### src/include/bsp_pkg.sv
// package: pin function codes, strap status layout and register map
`default_nettype none
package bsp_pkg;
  typedef enum logic [1:0] {
    BSP_FN_CLKRUN  = 2'h0,
    BSP_FN_LOCK    = 2'h1,
    BSP_FN_HOTSWAP = 2'h3
  } bsp_fn_t;

  localparam int          BSP_NUM_REQ     = 4;
  localparam int          BSP_AXI_AW      = 4;
  localparam int          BSP_WORD_LSB    = 2;
  localparam logic [3:0]  BSP_OFS_CTRL    = 4'h0;
  localparam logic [3:0]  BSP_OFS_STATUS  = 4'h4;
  localparam logic [1:0]  BSP_RESP_OKAY   = 2'h0;
  localparam logic [1:0]  BSP_RESP_SLVERR = 2'h2;

  localparam int          BSP_CTRL_GROUP_LSB = 0;
  localparam int          BSP_CTRL_LED_BIT   = 8;
  localparam int          BSP_LANE_GROUP     = 0;
  localparam int          BSP_LANE_LED       = 1;
  localparam logic        BSP_LED_RESET      = 1'b0;

  localparam int          BSP_ST_FST   = 0;
  localparam int          BSP_ST_SND   = 1;
  localparam int          BSP_ST_EXT   = 2;
  localparam int          BSP_ST_SCAN  = 3;
  localparam int          BSP_ST_DONE  = 4;
  localparam int          BSP_ST_PARK  = 5;
  localparam int          BSP_ST_SPIN  = 6;
  localparam int          BSP_ST_FN    = 8;
  localparam int          BSP_ST_GNT   = 16;
endpackage
`default_nettype wire

### src/hdl/bsp_arbiter.sv
// two-group rotating arbiter for the downstream bus
`timescale 1ns/1ps
`default_nettype none
module bsp_arbiter #(
  parameter int N = 5
) (
  input  wire logic         clk,
  input  wire logic         rst_b,
  input  wire logic         ce,
  input  wire logic         enable,
  input  wire logic         bus_idle,
  input  wire logic [N-1:0] req,
  input  wire logic [N-1:0] high_group,
  output logic      [N-1:0] grant
);
  localparam int IW = (N > 1) ? $clog2(N) : 1;

  logic [N-1:0]  grant_q;
  logic [IW-1:0] hi_last_q;
  logic [IW-1:0] lo_last_q;
  logic [N-1:0]  hi_pick;
  logic [N-1:0]  lo_pick;

  function automatic logic [N-1:0] rr_pick(input logic [N-1:0] r, input logic [IW-1:0] last);
    logic [N-1:0] p;
    int           k;
    p = '0;
    for (int i = N; i >= 1; i--) begin
      k = (int'(last) + i) % N;
      if (r[k]) begin
        p    = '0;
        p[k] = 1'b1;
      end
    end
    return p;
  endfunction

  function automatic logic [IW-1:0] oh_index(input logic [N-1:0] oh);
    logic [IW-1:0] ix;
    ix = '0;
    for (int i = 0; i < N; i++) begin
      if (oh[i]) ix = IW'(i);
    end
    return ix;
  endfunction

  assign hi_pick = rr_pick(req & high_group, hi_last_q);
  assign lo_pick = rr_pick(req & ~high_group, lo_last_q);
  assign grant   = grant_q;

  // high group first, each group rotates; parks on last owner when idle
  always_ff @(posedge clk or negedge rst_b) begin
    if (!rst_b) begin
      grant_q   <= '0;
      hi_last_q <= '0;
      lo_last_q <= '0;
    end else if (ce) begin
      if (!enable) begin
        grant_q <= '0;
      end else if (bus_idle && |req) begin
        if (|(req & high_group)) begin
          grant_q   <= hi_pick;
          hi_last_q <= oh_index(hi_pick);
        end else begin
          grant_q   <= lo_pick;
          lo_last_q <= oh_index(lo_pick);
        end
      end
    end
  end
endmodule
`default_nettype wire

### src/hdl/bsp_strap_pinmux.sv
// strap latch, multifunction pin steering, grant pins and register slave
//
// Behaviour
// - shared input is second mode strap when first is low, else power clock control
// - upstream terminal is clock-run, lock or enumeration, chosen by mode straps
// - downstream terminal is clock-run, lock or handle switch, chosen by mode straps
// - arbiter strap low: internal arbiter on, device drives all grant pins
// - arbiter strap high: internal arbiter off, an external arbiter grants the bus
// - external mode: request pin 0 is own grant, grant pin 0 own request
// - external mode: parked when grant seen, bus idle and nothing pending
// - scan strap low drives scan signal, high drives hot-swap indicator
// - four active-low requests, each in high or low rotating group
// - at most one active-low grant at a time, start once bus idle
`timescale 1ns/1ps
`default_nettype none
module bsp_strap_pinmux #(
  parameter int               N_REQ  = bsp_pkg::BSP_NUM_REQ,
  parameter bsp_pkg::bsp_fn_t MAP_00 = bsp_pkg::BSP_FN_CLKRUN,
  parameter bsp_pkg::bsp_fn_t MAP_01 = bsp_pkg::BSP_FN_LOCK,
  parameter bsp_pkg::bsp_fn_t MAP_1X = bsp_pkg::BSP_FN_HOTSWAP
) (
  input  wire logic                          clk,
  input  wire logic                          rst_b,
  input  wire logic                          ce,
  input  wire logic                          mode_strap_first,
  input  wire logic                          mode_strap_second,
  input  wire logic                          arbiter_select_strap_n,
  input  wire logic                          scan_test_mode_n,
  output logic                               bus_power_clock_control,
  input  wire logic                          upstream_multifunction_pin_i,
  output logic                               upstream_multifunction_pin_o,
  output logic                               upstream_multifunction_pin_oe_n,
  input  wire logic                          downstream_multifunction_pin_i,
  output logic                               downstream_multifunction_pin_o,
  output logic                               downstream_multifunction_pin_oe_n,
  input  wire logic                          up_clock_run_drive,
  input  wire logic                          hot_swap_enumeration_drive,
  input  wire logic                          dn_clock_run_drive,
  input  wire logic                          dn_lock_drive,
  output logic                               upstream_clock_run_n,
  output logic                               upstream_lock_n,
  output logic                               downstream_clock_run_n,
  output logic                               downstream_lock_n,
  output logic                               hot_swap_handle_switch_n,
  input  wire logic [N_REQ-1:0]              req_pin_n_i,
  output logic      [N_REQ-1:0]              gnt_pin_n_o,
  output logic      [N_REQ-1:0]              gnt_pin_oe_n,
  input  wire logic                          core_req,
  input  wire logic                          bus_idle,
  output logic                               core_grant,
  output logic                               bus_parked,
  input  wire logic                          scan_enable,
  input  wire logic                          scan_indicator_pin_i,
  output logic                               scan_indicator_pin_o,
  output logic                               scan_indicator_pin_oe_n,
  input  wire logic [bsp_pkg::BSP_AXI_AW-1:0] s_axi_awaddr,
  input  wire logic                          s_axi_awvalid,
  output logic                               s_axi_awready,
  input  wire logic [31:0]                   s_axi_wdata,
  input  wire logic [3:0]                    s_axi_wstrb,
  input  wire logic                          s_axi_wvalid,
  output logic                               s_axi_wready,
  output logic [1:0]                         s_axi_bresp,
  output logic                               s_axi_bvalid,
  input  wire logic                          s_axi_bready,
  input  wire logic [bsp_pkg::BSP_AXI_AW-1:0] s_axi_araddr,
  input  wire logic                          s_axi_arvalid,
  output logic                               s_axi_arready,
  output logic [31:0]                        s_axi_rdata,
  output logic [1:0]                         s_axi_rresp,
  output logic                               s_axi_rvalid,
  input  wire logic                          s_axi_rready
);
  localparam int NA = N_REQ + 1;
  localparam int AW = bsp_pkg::BSP_AXI_AW;
  localparam int WL = bsp_pkg::BSP_WORD_LSB;

  logic             strap_done_q, first_q, second_q, arb_ext_q, scan_tm_n_q;
  logic             pwr_clk_q;
  bsp_pkg::bsp_fn_t fn_sel;
  logic             up_oe_n_q, dn_oe_n_q;
  logic             up_clkrun_q, up_lock_q, dn_clkrun_q, dn_lock_q, hs_switch_q;
  logic [N_REQ-1:0] gnt_o_q, gnt_oe_n_q;
  logic             core_grant_q, parked_q;
  logic             scan_o_q, scan_oe_n_q;
  logic [NA-1:0]    group_q;
  logic             led_q;
  logic [NA-1:0]    arb_grant;
  logic             aw_got_q, w_got_q, bvalid_q, rvalid_q;
  logic [AW-1:0]    awaddr_q;
  logic [31:0]      wdata_q, rdata_q;
  logic [3:0]       wstrb_q;
  logic [1:0]       bresp_q, rresp_q;
  logic [31:0]      ctrl_word, status_word;
  logic             wr_fire, wr_ctrl, wr_mapped;

  // straps caught once at the first enabled edge after reset release
  always_ff @(posedge clk or negedge rst_b) begin
    if (!rst_b) begin
      strap_done_q <= 1'b0;
      first_q      <= 1'b0;
      second_q     <= 1'b0;
      arb_ext_q    <= 1'b0;
      scan_tm_n_q  <= 1'b1;
    end else if (ce && !strap_done_q) begin
      strap_done_q <= 1'b1;
      first_q      <= mode_strap_first;
      second_q     <= mode_strap_second & ~mode_strap_first;
      arb_ext_q    <= arbiter_select_strap_n;
      scan_tm_n_q  <= scan_test_mode_n;
    end
  end

  assign fn_sel = first_q ? MAP_1X : (second_q ? MAP_01 : MAP_00);

  // shared input follows as power clock control only in that mode
  always_ff @(posedge clk or negedge rst_b) begin
    if (!rst_b) begin
      pwr_clk_q <= 1'b0;
    end else if (ce) begin
      pwr_clk_q <= strap_done_q & first_q & mode_strap_second;
    end
  end
  assign bus_power_clock_control = pwr_clk_q;

  // multifunction terminals: open-drain low drive, inputs gated by function
  always_ff @(posedge clk or negedge rst_b) begin
    if (!rst_b) begin
      up_oe_n_q   <= 1'b1;
      dn_oe_n_q   <= 1'b1;
      up_clkrun_q <= 1'b1;
      up_lock_q   <= 1'b1;
      dn_clkrun_q <= 1'b1;
      dn_lock_q   <= 1'b1;
      hs_switch_q <= 1'b1;
    end else if (ce) begin
      up_oe_n_q   <= ~(strap_done_q && ((fn_sel == bsp_pkg::BSP_FN_CLKRUN && up_clock_run_drive) ||
                     (fn_sel == bsp_pkg::BSP_FN_HOTSWAP && hot_swap_enumeration_drive)));
      dn_oe_n_q   <= ~(strap_done_q && ((fn_sel == bsp_pkg::BSP_FN_CLKRUN && dn_clock_run_drive) ||
                     (fn_sel == bsp_pkg::BSP_FN_LOCK && dn_lock_drive)));
      up_clkrun_q <= !(strap_done_q && fn_sel == bsp_pkg::BSP_FN_CLKRUN) || upstream_multifunction_pin_i;
      up_lock_q   <= !(strap_done_q && fn_sel == bsp_pkg::BSP_FN_LOCK) || upstream_multifunction_pin_i;
      dn_clkrun_q <= !(strap_done_q && fn_sel == bsp_pkg::BSP_FN_CLKRUN) || downstream_multifunction_pin_i;
      dn_lock_q   <= !(strap_done_q && fn_sel == bsp_pkg::BSP_FN_LOCK) || downstream_multifunction_pin_i;
      hs_switch_q <= !(strap_done_q && fn_sel == bsp_pkg::BSP_FN_HOTSWAP) || downstream_multifunction_pin_i;
    end
  end
  assign upstream_multifunction_pin_o      = 1'b0;
  assign downstream_multifunction_pin_o    = 1'b0;
  assign upstream_multifunction_pin_oe_n   = up_oe_n_q;
  assign downstream_multifunction_pin_oe_n = dn_oe_n_q;
  assign upstream_clock_run_n              = up_clkrun_q;
  assign upstream_lock_n                   = up_lock_q;
  assign downstream_clock_run_n            = dn_clkrun_q;
  assign downstream_lock_n                 = dn_lock_q;
  assign hot_swap_handle_switch_n          = hs_switch_q;

  // internal arbiter: pin requests plus the device's own request on top
  bsp_arbiter #(.N(NA)) u_arb (
    .clk        (clk),
    .rst_b      (rst_b),
    .ce         (ce),
    .enable     (strap_done_q & ~arb_ext_q),
    .bus_idle   (bus_idle),
    .req        ({core_req, ~req_pin_n_i}),
    .high_group (group_q),
    .grant      (arb_grant)
  );

  // grant pins, own grant and parking
  always_ff @(posedge clk or negedge rst_b) begin
    if (!rst_b) begin
      gnt_o_q      <= '1;
      gnt_oe_n_q   <= '1;
      core_grant_q <= 1'b0;
      parked_q     <= 1'b0;
    end else if (ce) begin
      if (!strap_done_q) begin
        gnt_o_q      <= '1;
        gnt_oe_n_q   <= '1;
        core_grant_q <= 1'b0;
        parked_q     <= 1'b0;
      end else if (arb_ext_q) begin
        gnt_oe_n_q   <= {{(N_REQ-1){1'b1}}, 1'b0};
        gnt_o_q      <= {{(N_REQ-1){1'b1}}, ~core_req};
        core_grant_q <= ~req_pin_n_i[0];
        parked_q     <= ~req_pin_n_i[0] & bus_idle & ~core_req;
      end else begin
        gnt_oe_n_q   <= '0;
        gnt_o_q      <= ~arb_grant[N_REQ-1:0];
        core_grant_q <= arb_grant[N_REQ];
        parked_q     <= arb_grant[N_REQ] & bus_idle & ~core_req;
      end
    end
  end
  assign gnt_pin_n_o  = gnt_o_q;
  assign gnt_pin_oe_n = gnt_oe_n_q;
  assign core_grant   = core_grant_q;
  assign bus_parked   = parked_q;

  // scan / indicator shared pin
  always_ff @(posedge clk or negedge rst_b) begin
    if (!rst_b) begin
      scan_o_q    <= 1'b0;
      scan_oe_n_q <= 1'b1;
    end else if (ce) begin
      scan_o_q    <= scan_tm_n_q ? led_q : scan_enable;
      scan_oe_n_q <= ~strap_done_q;
    end
  end
  assign scan_indicator_pin_o    = scan_o_q;
  assign scan_indicator_pin_oe_n = scan_oe_n_q;

  // register bus: write side
  assign s_axi_awready = ce & ~aw_got_q & ~bvalid_q;
  assign s_axi_wready  = ce & ~w_got_q & ~bvalid_q;
  assign wr_fire       = aw_got_q & w_got_q;
  assign wr_ctrl       = awaddr_q[AW-1:WL] == bsp_pkg::BSP_OFS_CTRL[AW-1:WL];
  assign wr_mapped     = wr_ctrl | (awaddr_q[AW-1:WL] == bsp_pkg::BSP_OFS_STATUS[AW-1:WL]);

  always_ff @(posedge clk or negedge rst_b) begin
    if (!rst_b) begin
      aw_got_q <= 1'b0;
      w_got_q  <= 1'b0;
      awaddr_q <= '0;
      wdata_q  <= '0;
      wstrb_q  <= '0;
      bvalid_q <= 1'b0;
      bresp_q  <= bsp_pkg::BSP_RESP_OKAY;
    end else if (ce) begin
      if (s_axi_awvalid && s_axi_awready) begin
        aw_got_q <= 1'b1;
        awaddr_q <= s_axi_awaddr;
      end
      if (s_axi_wvalid && s_axi_wready) begin
        w_got_q <= 1'b1;
        wdata_q <= s_axi_wdata;
        wstrb_q <= s_axi_wstrb;
      end
      if (wr_fire) begin
        aw_got_q <= 1'b0;
        w_got_q  <= 1'b0;
        bvalid_q <= 1'b1;
        bresp_q  <= wr_mapped ? bsp_pkg::BSP_RESP_OKAY : bsp_pkg::BSP_RESP_SLVERR;
      end else if (bvalid_q && s_axi_bready) begin
        bvalid_q <= 1'b0;
      end
    end
  end
  assign s_axi_bvalid = bvalid_q;
  assign s_axi_bresp  = bresp_q;

  // control register: priority groups and indicator
  always_ff @(posedge clk or negedge rst_b) begin
    if (!rst_b) begin
      group_q <= '0;
      led_q   <= bsp_pkg::BSP_LED_RESET;
    end else if (ce && wr_fire && wr_ctrl) begin
      if (wstrb_q[bsp_pkg::BSP_LANE_GROUP]) group_q <= wdata_q[bsp_pkg::BSP_CTRL_GROUP_LSB +: NA];
      if (wstrb_q[bsp_pkg::BSP_LANE_LED]) led_q <= wdata_q[bsp_pkg::BSP_CTRL_LED_BIT];
    end
  end

  always_comb begin
    ctrl_word = '0;
    ctrl_word[bsp_pkg::BSP_CTRL_GROUP_LSB +: NA] = group_q;
    ctrl_word[bsp_pkg::BSP_CTRL_LED_BIT]         = led_q;
    status_word = '0;
    status_word[bsp_pkg::BSP_ST_FST]     = first_q;
    status_word[bsp_pkg::BSP_ST_SND]     = second_q;
    status_word[bsp_pkg::BSP_ST_EXT]     = arb_ext_q;
    status_word[bsp_pkg::BSP_ST_SCAN]    = scan_tm_n_q;
    status_word[bsp_pkg::BSP_ST_DONE]    = strap_done_q;
    status_word[bsp_pkg::BSP_ST_PARK]    = parked_q;
    status_word[bsp_pkg::BSP_ST_SPIN]    = scan_indicator_pin_i;
    status_word[bsp_pkg::BSP_ST_FN +: 2] = fn_sel;
    status_word[bsp_pkg::BSP_ST_GNT +: NA] = {core_grant_q, ~gnt_o_q & ~gnt_oe_n_q};
  end

  // register bus: read side
  assign s_axi_arready = ce & ~rvalid_q;
  always_ff @(posedge clk or negedge rst_b) begin
    if (!rst_b) begin
      rvalid_q <= 1'b0;
      rdata_q  <= '0;
      rresp_q  <= bsp_pkg::BSP_RESP_OKAY;
    end else if (ce) begin
      if (s_axi_arvalid && s_axi_arready) begin
        rvalid_q <= 1'b1;
        rresp_q  <= bsp_pkg::BSP_RESP_OKAY;
        if (s_axi_araddr[AW-1:WL] == bsp_pkg::BSP_OFS_CTRL[AW-1:WL]) begin
          rdata_q <= ctrl_word;
        end else if (s_axi_araddr[AW-1:WL] == bsp_pkg::BSP_OFS_STATUS[AW-1:WL]) begin
          rdata_q <= status_word;
        end else begin
          rdata_q <= '0;
          rresp_q <= bsp_pkg::BSP_RESP_SLVERR;
        end
      end else if (rvalid_q && s_axi_rready) begin
        rvalid_q <= 1'b0;
      end
    end
  end
  assign s_axi_rvalid = rvalid_q;
  assign s_axi_rdata  = rdata_q;
  assign s_axi_rresp  = rresp_q;
endmodule
`default_nettype wire

### config.mk
export PLATFORM = sky130hd
export DESIGN_NAME = bsp_strap_pinmux
export DESIGN_NICKNAME = d
export VERILOG_FILES = /design/src/include/bsp_pkg.sv /design/src/hdl/bsp_arbiter.sv /design/src/hdl/bsp_strap_pinmux.sv
export SDC_FILE = /design/constraint.sdc
export NUM_CORES = 1
export LEC_CHECK = 0
export ABC_AREA = 1
export BUFFER_PORTS_ARGS = -buffer_cell sky130_fd_sc_hd__buf_2
export CAP_MARGIN = 20
export CORE_MARGIN = 4
export CORE_UTILIZATION = 58
export CTS_CLUSTER_DIAMETER = 200
export DETAILED_ROUTE_END_ITERATION = 7
export PLACE_DENSITY_LB_ADDON = 0.05
export SLEW_MARGIN = 40
export SYNTH_ARGS = -nofsm -noshare
export SYNTH_HDL_FRONTEND = slang
export SYNTH_SLANG_ARGS = --single-unit
### constraint.sdc
create_clock -name clk -period 5.96 [get_ports clk]
set_input_delay 0.298 -clock clk [delete_from_list [all_inputs] [get_ports clk]]
set_output_delay 0.298 -clock clk [all_outputs]
set_load 0.02 [all_outputs]
Word level (Yosys, flattened, before mapping)
Index checks and enable logic that the tools add are counted.
- bitwise gates (word level): 35
- equality and inequality tests: 5
- multipliers: 0
- div/mod/pow operators: 10
- reductions and logical operators: 61
- $add $sub $neg: 10
- order comparisons: 20
- mux-type cells: 95
- shifts and indexed selects: 0
- operators by type and width (operator ; number):
    32-bit by 1-bit greater-or-equal comparator with 1-bit output, second input constant ; 10
    32-bit by 5-bit < comparator with 1-bit output, second input constant ; 10
    32-bit by 4-bit modulo with 32-bit output, second input constant ; 10
    5-bit 2-to-1 mux ; 13
    1-bit 2-to-1 mux ; 46
    21-bit 2-to-1 mux ; 2
    1-bit binary-select mux with 3-bit select ; 10
    1-bit demux with 3-bit select ; 10
    1-bit logical AND ; 28
    2-bit AND reduction ; 11
    3-bit by 2-bit adder with 4-bit output, second input constant ; 4
    3-bit by 3-bit adder with 4-bit output, second input constant ; 4
    2-bit 2-to-1 mux ; 8
    4-bit 2-to-1 mux ; 4
    4-bit inverter ; 4
    1-bit bitwise AND ; 14
    1-bit inverter ; 12
    5-bit bitwise AND ; 2
    5-bit OR reduction ; 2
    3-bit by 1-bit adder with 4-bit output, second input constant ; 2
    4-bit AND reduction ; 2
    2-bit nonzero test ; 4
    1-bit logical OR ; 7
    2-bit by 1-bit equality test with 1-bit output, second input constant ; 3
    8 further kinds ; 14
- memory bits (writable): 0
- memories: 0
- flip-flop bits (word level): 97
- output and inout bits: 63
- logic and storage cells: 270
- bits in read-only memories: 0
- bits in latches: 0

Logic depth before layout (Yosys ltp)
- word-level depth: 15
- gate-level depth with buffers: 34
- depth with buffers taken out: 32

By module
A second synthesis with hierarchy kept.
- cell total of the unflattened synthesis: 1319
- area, all modules: 8037.7 um^2
- by module, submodules not included (module ; cells an instance ; seq. area each (um^2) ; times used ; area an instance (um^2)):
    bsp_arbiter ; 997 ; 275.3 ; 1 ; 5342.6
    bsp_strap_pinmux ; 322 ; 1468.9 ; 1 ; 2695.1

Worst setup path before layout
Ideal clock, no wire load.
- path type: register -> register
- start point: register u_arb.hi_last_q[0]
- end point: register u_arb.hi_last_q[0]
- stages on the path, launching flop included: 32
- library setup time: 0.117 ns
- data arrival time: 4.100 ns
- slack: 1.743 ns
- cell sequence: dfrtp_1 clkbuf_1 clkbuf_1 inv_1 ha_1 inv_1 ha_1 inv_1 nand3_1 nand2_1 nand2_1 nand2_1 and2_1 ha_1 inv_1 or2_2 nand2_1 nand2_1 nand2_1 nand2_2 nor2_2 nand2_1 nand2_1 nor2_2 nor2_1 nand2_1 nand2_1 nand2_1 nand2_1 nand2_1 nand2_1 nand2_1
- cells in the longest elaborated chain, start to end: 15
- elaborated cells between the ends (all ways): 59
- ends and longest elaborated chain (element ; RTL line ; text):
    start, declared ; bsp_arbiter.sv:19 ; logic [IW-1:0] hi_last_q;
    start signal, assigned ; bsp_arbiter.sv:63 ; hi_last_q <= oh_index(hi_pick);
    3-bit by 3-bit adder with 4-bit output ; bsp_arbiter.sv:29 ; k = (int'(last) + i) % N;
    32-bit by 4-bit modulo with 32-bit output ; bsp_arbiter.sv:29 ;
    32-bit by 1-bit greater-or-equal comparator with 1-bit output (implied by the code) or 32-bit by 5-bit < comparator with 1-bit output (tied branches) ; bsp_arbiter.sv:32 ; p[k] = 1'b1;
    1-bit logical AND (implied by the code) ; bsp_arbiter.sv:32 ;
    1-bit 2-to-1 mux (implied by the code) ; bsp_arbiter.sv:32 ;
    1-bit demux with 3-bit select ; n/a ;
    5-bit 2-to-1 mux (4 in series) ; bsp_arbiter.sv:30 ; if (r[k]) begin
    5-bit 2-to-1 mux * ; bsp_arbiter.sv:30 ;
    1-bit 2-to-1 mux ; bsp_arbiter.sv:42 ; if (oh[i]) ix = IW'(i);
    2-bit 2-to-1 mux (2 in series) ; bsp_arbiter.sv:42 ;
    3-bit 2-to-1 mux * ; bsp_arbiter.sv:42 ;
Mark *: on every way between the ends. The rest lies on a longest branch, timed or not. The select of a mux whose other input is x is not followed.
A chain may end at the register's enable or synchronous reset.

Final worst setup path
- start point: register u_arb.hi_last_q[1]
- end point: register u_arb.hi_last_q[0]
Same word-level chain as after synthesis.

==> impl_metrics.json <==
{
  "drive_above_1_share": 0.1262,
  "finalWirelength_mm": 19.68,
  "place_congestion": 0.9102,
  "postLayoutCellArea_sq_um": 8488,
  "grt_pass1_vias": 7311,
  "ys.flop_type": "dfrtp_1",
  "yosysWarnings": 0,
  "cts_max_path_buffers": 2,
  "ys_types": 53,
  "synthTopCellsByCount": "396 x nand2_1, 180 x inv_1, 146 x nand3_1, 129 x nor2_1, 64 x ha_1",
  "cp_data_required_time_ns": 6.18,
  "ant_nets": 0,
  "cts_buffers": 9,
  "htree_levels": 3,
  "crit_family": "simple AND/OR/NAND/NOR gates",
  "die_width_microns": 123.5,
  "clkLatencyLatePin_ns": 0.33,
  "fmax_mhz": 222.6,
  "slew_violations": 0,
  "nFillCells": 1219,
  "syn_avg_cell_area_sq_um": 6.092,
  "antennaDiodeCount": 0,
  "placed_cell_area_sq_um": 8194,
  "dr.first_iter.drc_count": 591,
  "antenna_found_initial": 0,
  "die_area_sq_um": 15260,
  "path_clk_slew_ns": 0.05,
  "drt-pass1-iter-count": 6,
  "grt_overflow_total": 0,
  "worstSetupPathType": "reg -> reg",
  "final_cells": 1519,
  "core-area_sq_um": 12820,
  "clock-root-buffer": "clkbuf_16",
  "max-cap-violations": 0,
  "post_cts_resized": 0,
  "fp-row-count": 41,
  "post_drt_wl_per_cell_microns": 12.95,
  "drc": 0,
  "cp.arrival_ns": 4.71,
  "max_stage_delay_ns": 0.56,
  "dp_hpwl_mm": 15.39,
  "status": "completed",
  "tns_ns": 0,
  "cpMostUsedCell": "nand2_1",
  "hold_viol": 0,
  "synthCells": 1271,
  "reg2reg_depth": 29,
  "maxSlewHeadroom": 0.5828,
  "dp_cells": 1503,
  "grt_start_max_net_pins": 70,
  "port_buffers": 78,
  "area_growth_pct": 9.632,
  "period_share": 0.7537,
  "synth-seq-cells": 69,
  "cp_num_buf_inv": 4,
  "synth.yosys.seq_area_share": 0.2253,
  "worstHoldPathType": "in -> async",
  "grt_first_pass_wirelength_mm": 32.89,
  "finClkSkew_ns": 0.003402,
  "synth.top_cell.area_share": 0.1920,
  "grt_util_all_layers": 0.2620,
  "crit_cells": 29,
  "synth_largest_area_cell": "nand2_1",
  "tightest_slew_ns": 0.6192,
  "die_y_microns": 123.5,
  "slowest_stage": "dfrtp_1",
  "nets": 1477,
  "initial_core_util": 0.6037,
  "vias": 8065,
  "setup_viol": 0,
  "worstPathMaxFanout": 9,
  "fin_crit_ns": 4.492,
  "cts_tree": "done",
  "synthArstFlopShare": 1.000,
  "num_io_pins": 133,
  "synthTopCellsByArea": "nand2_1 19%, dfrtp_1 18%, ha_1 10%",
  "yosysMostFrequentCell": "nand2_1",
  "cts_hold_buf": 0,
  "cts.sinks": 69,
  "cp-end-kind": "flop",
  "vias_per_cell": 5.309,
  "grt_setup_unrepaired": "false",
  "worst_setup_path_start_kind": "flop",
  "syn_area_sq_um": 7742,
  "postCtsSetupRepairBufs": 0,
  "synth_edf_count": 0
}
==> metrics by stage <==
stage | setup slack [ns] | utilization | hold slack (ns)
final | 1.468 | 0.6619 | 0.05624
after global routing | 0.9416 | 0.6619 | 0.1068
after CTS | 1.503 | 0.6617 | 0.08624
after detailed placement | 1.531 | 0.6389 | 0.4189
after global placement | 1.574 | 0.6386 | 0.4165
after floorplan | 1.743 | - | 0.002409
==> logic make-up (layout without fill, tap and decap cells) <==
group,Yosys count,in the layout,synth area share
AOI/OAI and AO/OA,137,137,0.1063
xor gates and xnor gates,8,8,0.009050
adders and majority gates,65,65,0.1060
buffers and inverters,233,288,0.1261
DFF,69,69,0.2253
muxes,2,2,0.002909
other,1,22,0.0004843
and+or+nand+nor,756,756,0.4239
==> area by class of cell <==
cell class / instances / area (sq um) / share of cell area
Multi-Input combinational cell: 990 / 5104 / 0.6013
Tap cell: 172 / 215.2 / 0.02535
Inverter: 191 / 716.9 / 0.08446
Clock buffer: 10 / 229.0 / 0.02698
Timing Repair Buffer: 81 / 416.7 / 0.04909
Clock inverter: 6 / 62.56 / 0.007370
Sequential cell: 69 / 1744 / 0.2055
==> cell usage in the layout (no fill, tap or decap), drive strengths merged, types with 3 or more instances in the layout <==
cell	n
dfstp	14
dfrtp	55
nand2	421
a21oi	51
clkinv	8
inv	188
a2bb2oi	3
nor2	137
a31oi	4
nand4	27
conb	22
o31ai	4
xor2	8
buf	81
nor3	11
o21ai	54
ha	64
o22ai	3
nand3	152
o41ai	5
o211ai	4
clkbuf	10
==> layer usage <==
metal  part of all wire  track usage  routed length (microns)  up-vias
met5                  0            0                        0        -
met4              0.027      0.07958                      532        0
met3              0.046      0.03248                      912       45
met2               0.49       0.4485                     9547      224
met1               0.44       0.3456                     8682     3631
li1                   -            -                        -     4165
==> worst paths after layout <==
check	end	slack, ns	startpoint
worst max-delay path	u_arb.hi_last_q[0]	1.47	u_arb.hi_last_q[1]
max in group asynchronous	s_axi_rdata[20]	5.47	rst_b
worst max register to register	u_arb.hi_last_q[0]	1.47	u_arb.hi_last_q[1]
min in group clk	arb_ext_q	0.20	arbiter_select_strap_n
worst min-delay path	s_axi_rvalid	0.06	rst_b
worst min register to register	gnt_pin_n_o[3]	0.43	u_arb.grant[3]
==> sequential cells by signal (all words and copies together) (netlist names), 2 cells and up <==
signal           flops
group_q              5
u_arb.lo_last_q      3
u_arb.hi_last_q      3
gnt_pin_n_o          4
gnt_pin_oe_n         2
awaddr_q             2
u_arb.grant          5
wstrb_q              2
wdata_q              6
s_axi_rdata         14
Power is left out: the tool's default activity adds up to more than one toggle a clock period on the data nets, which glitch-free logic cannot reach.
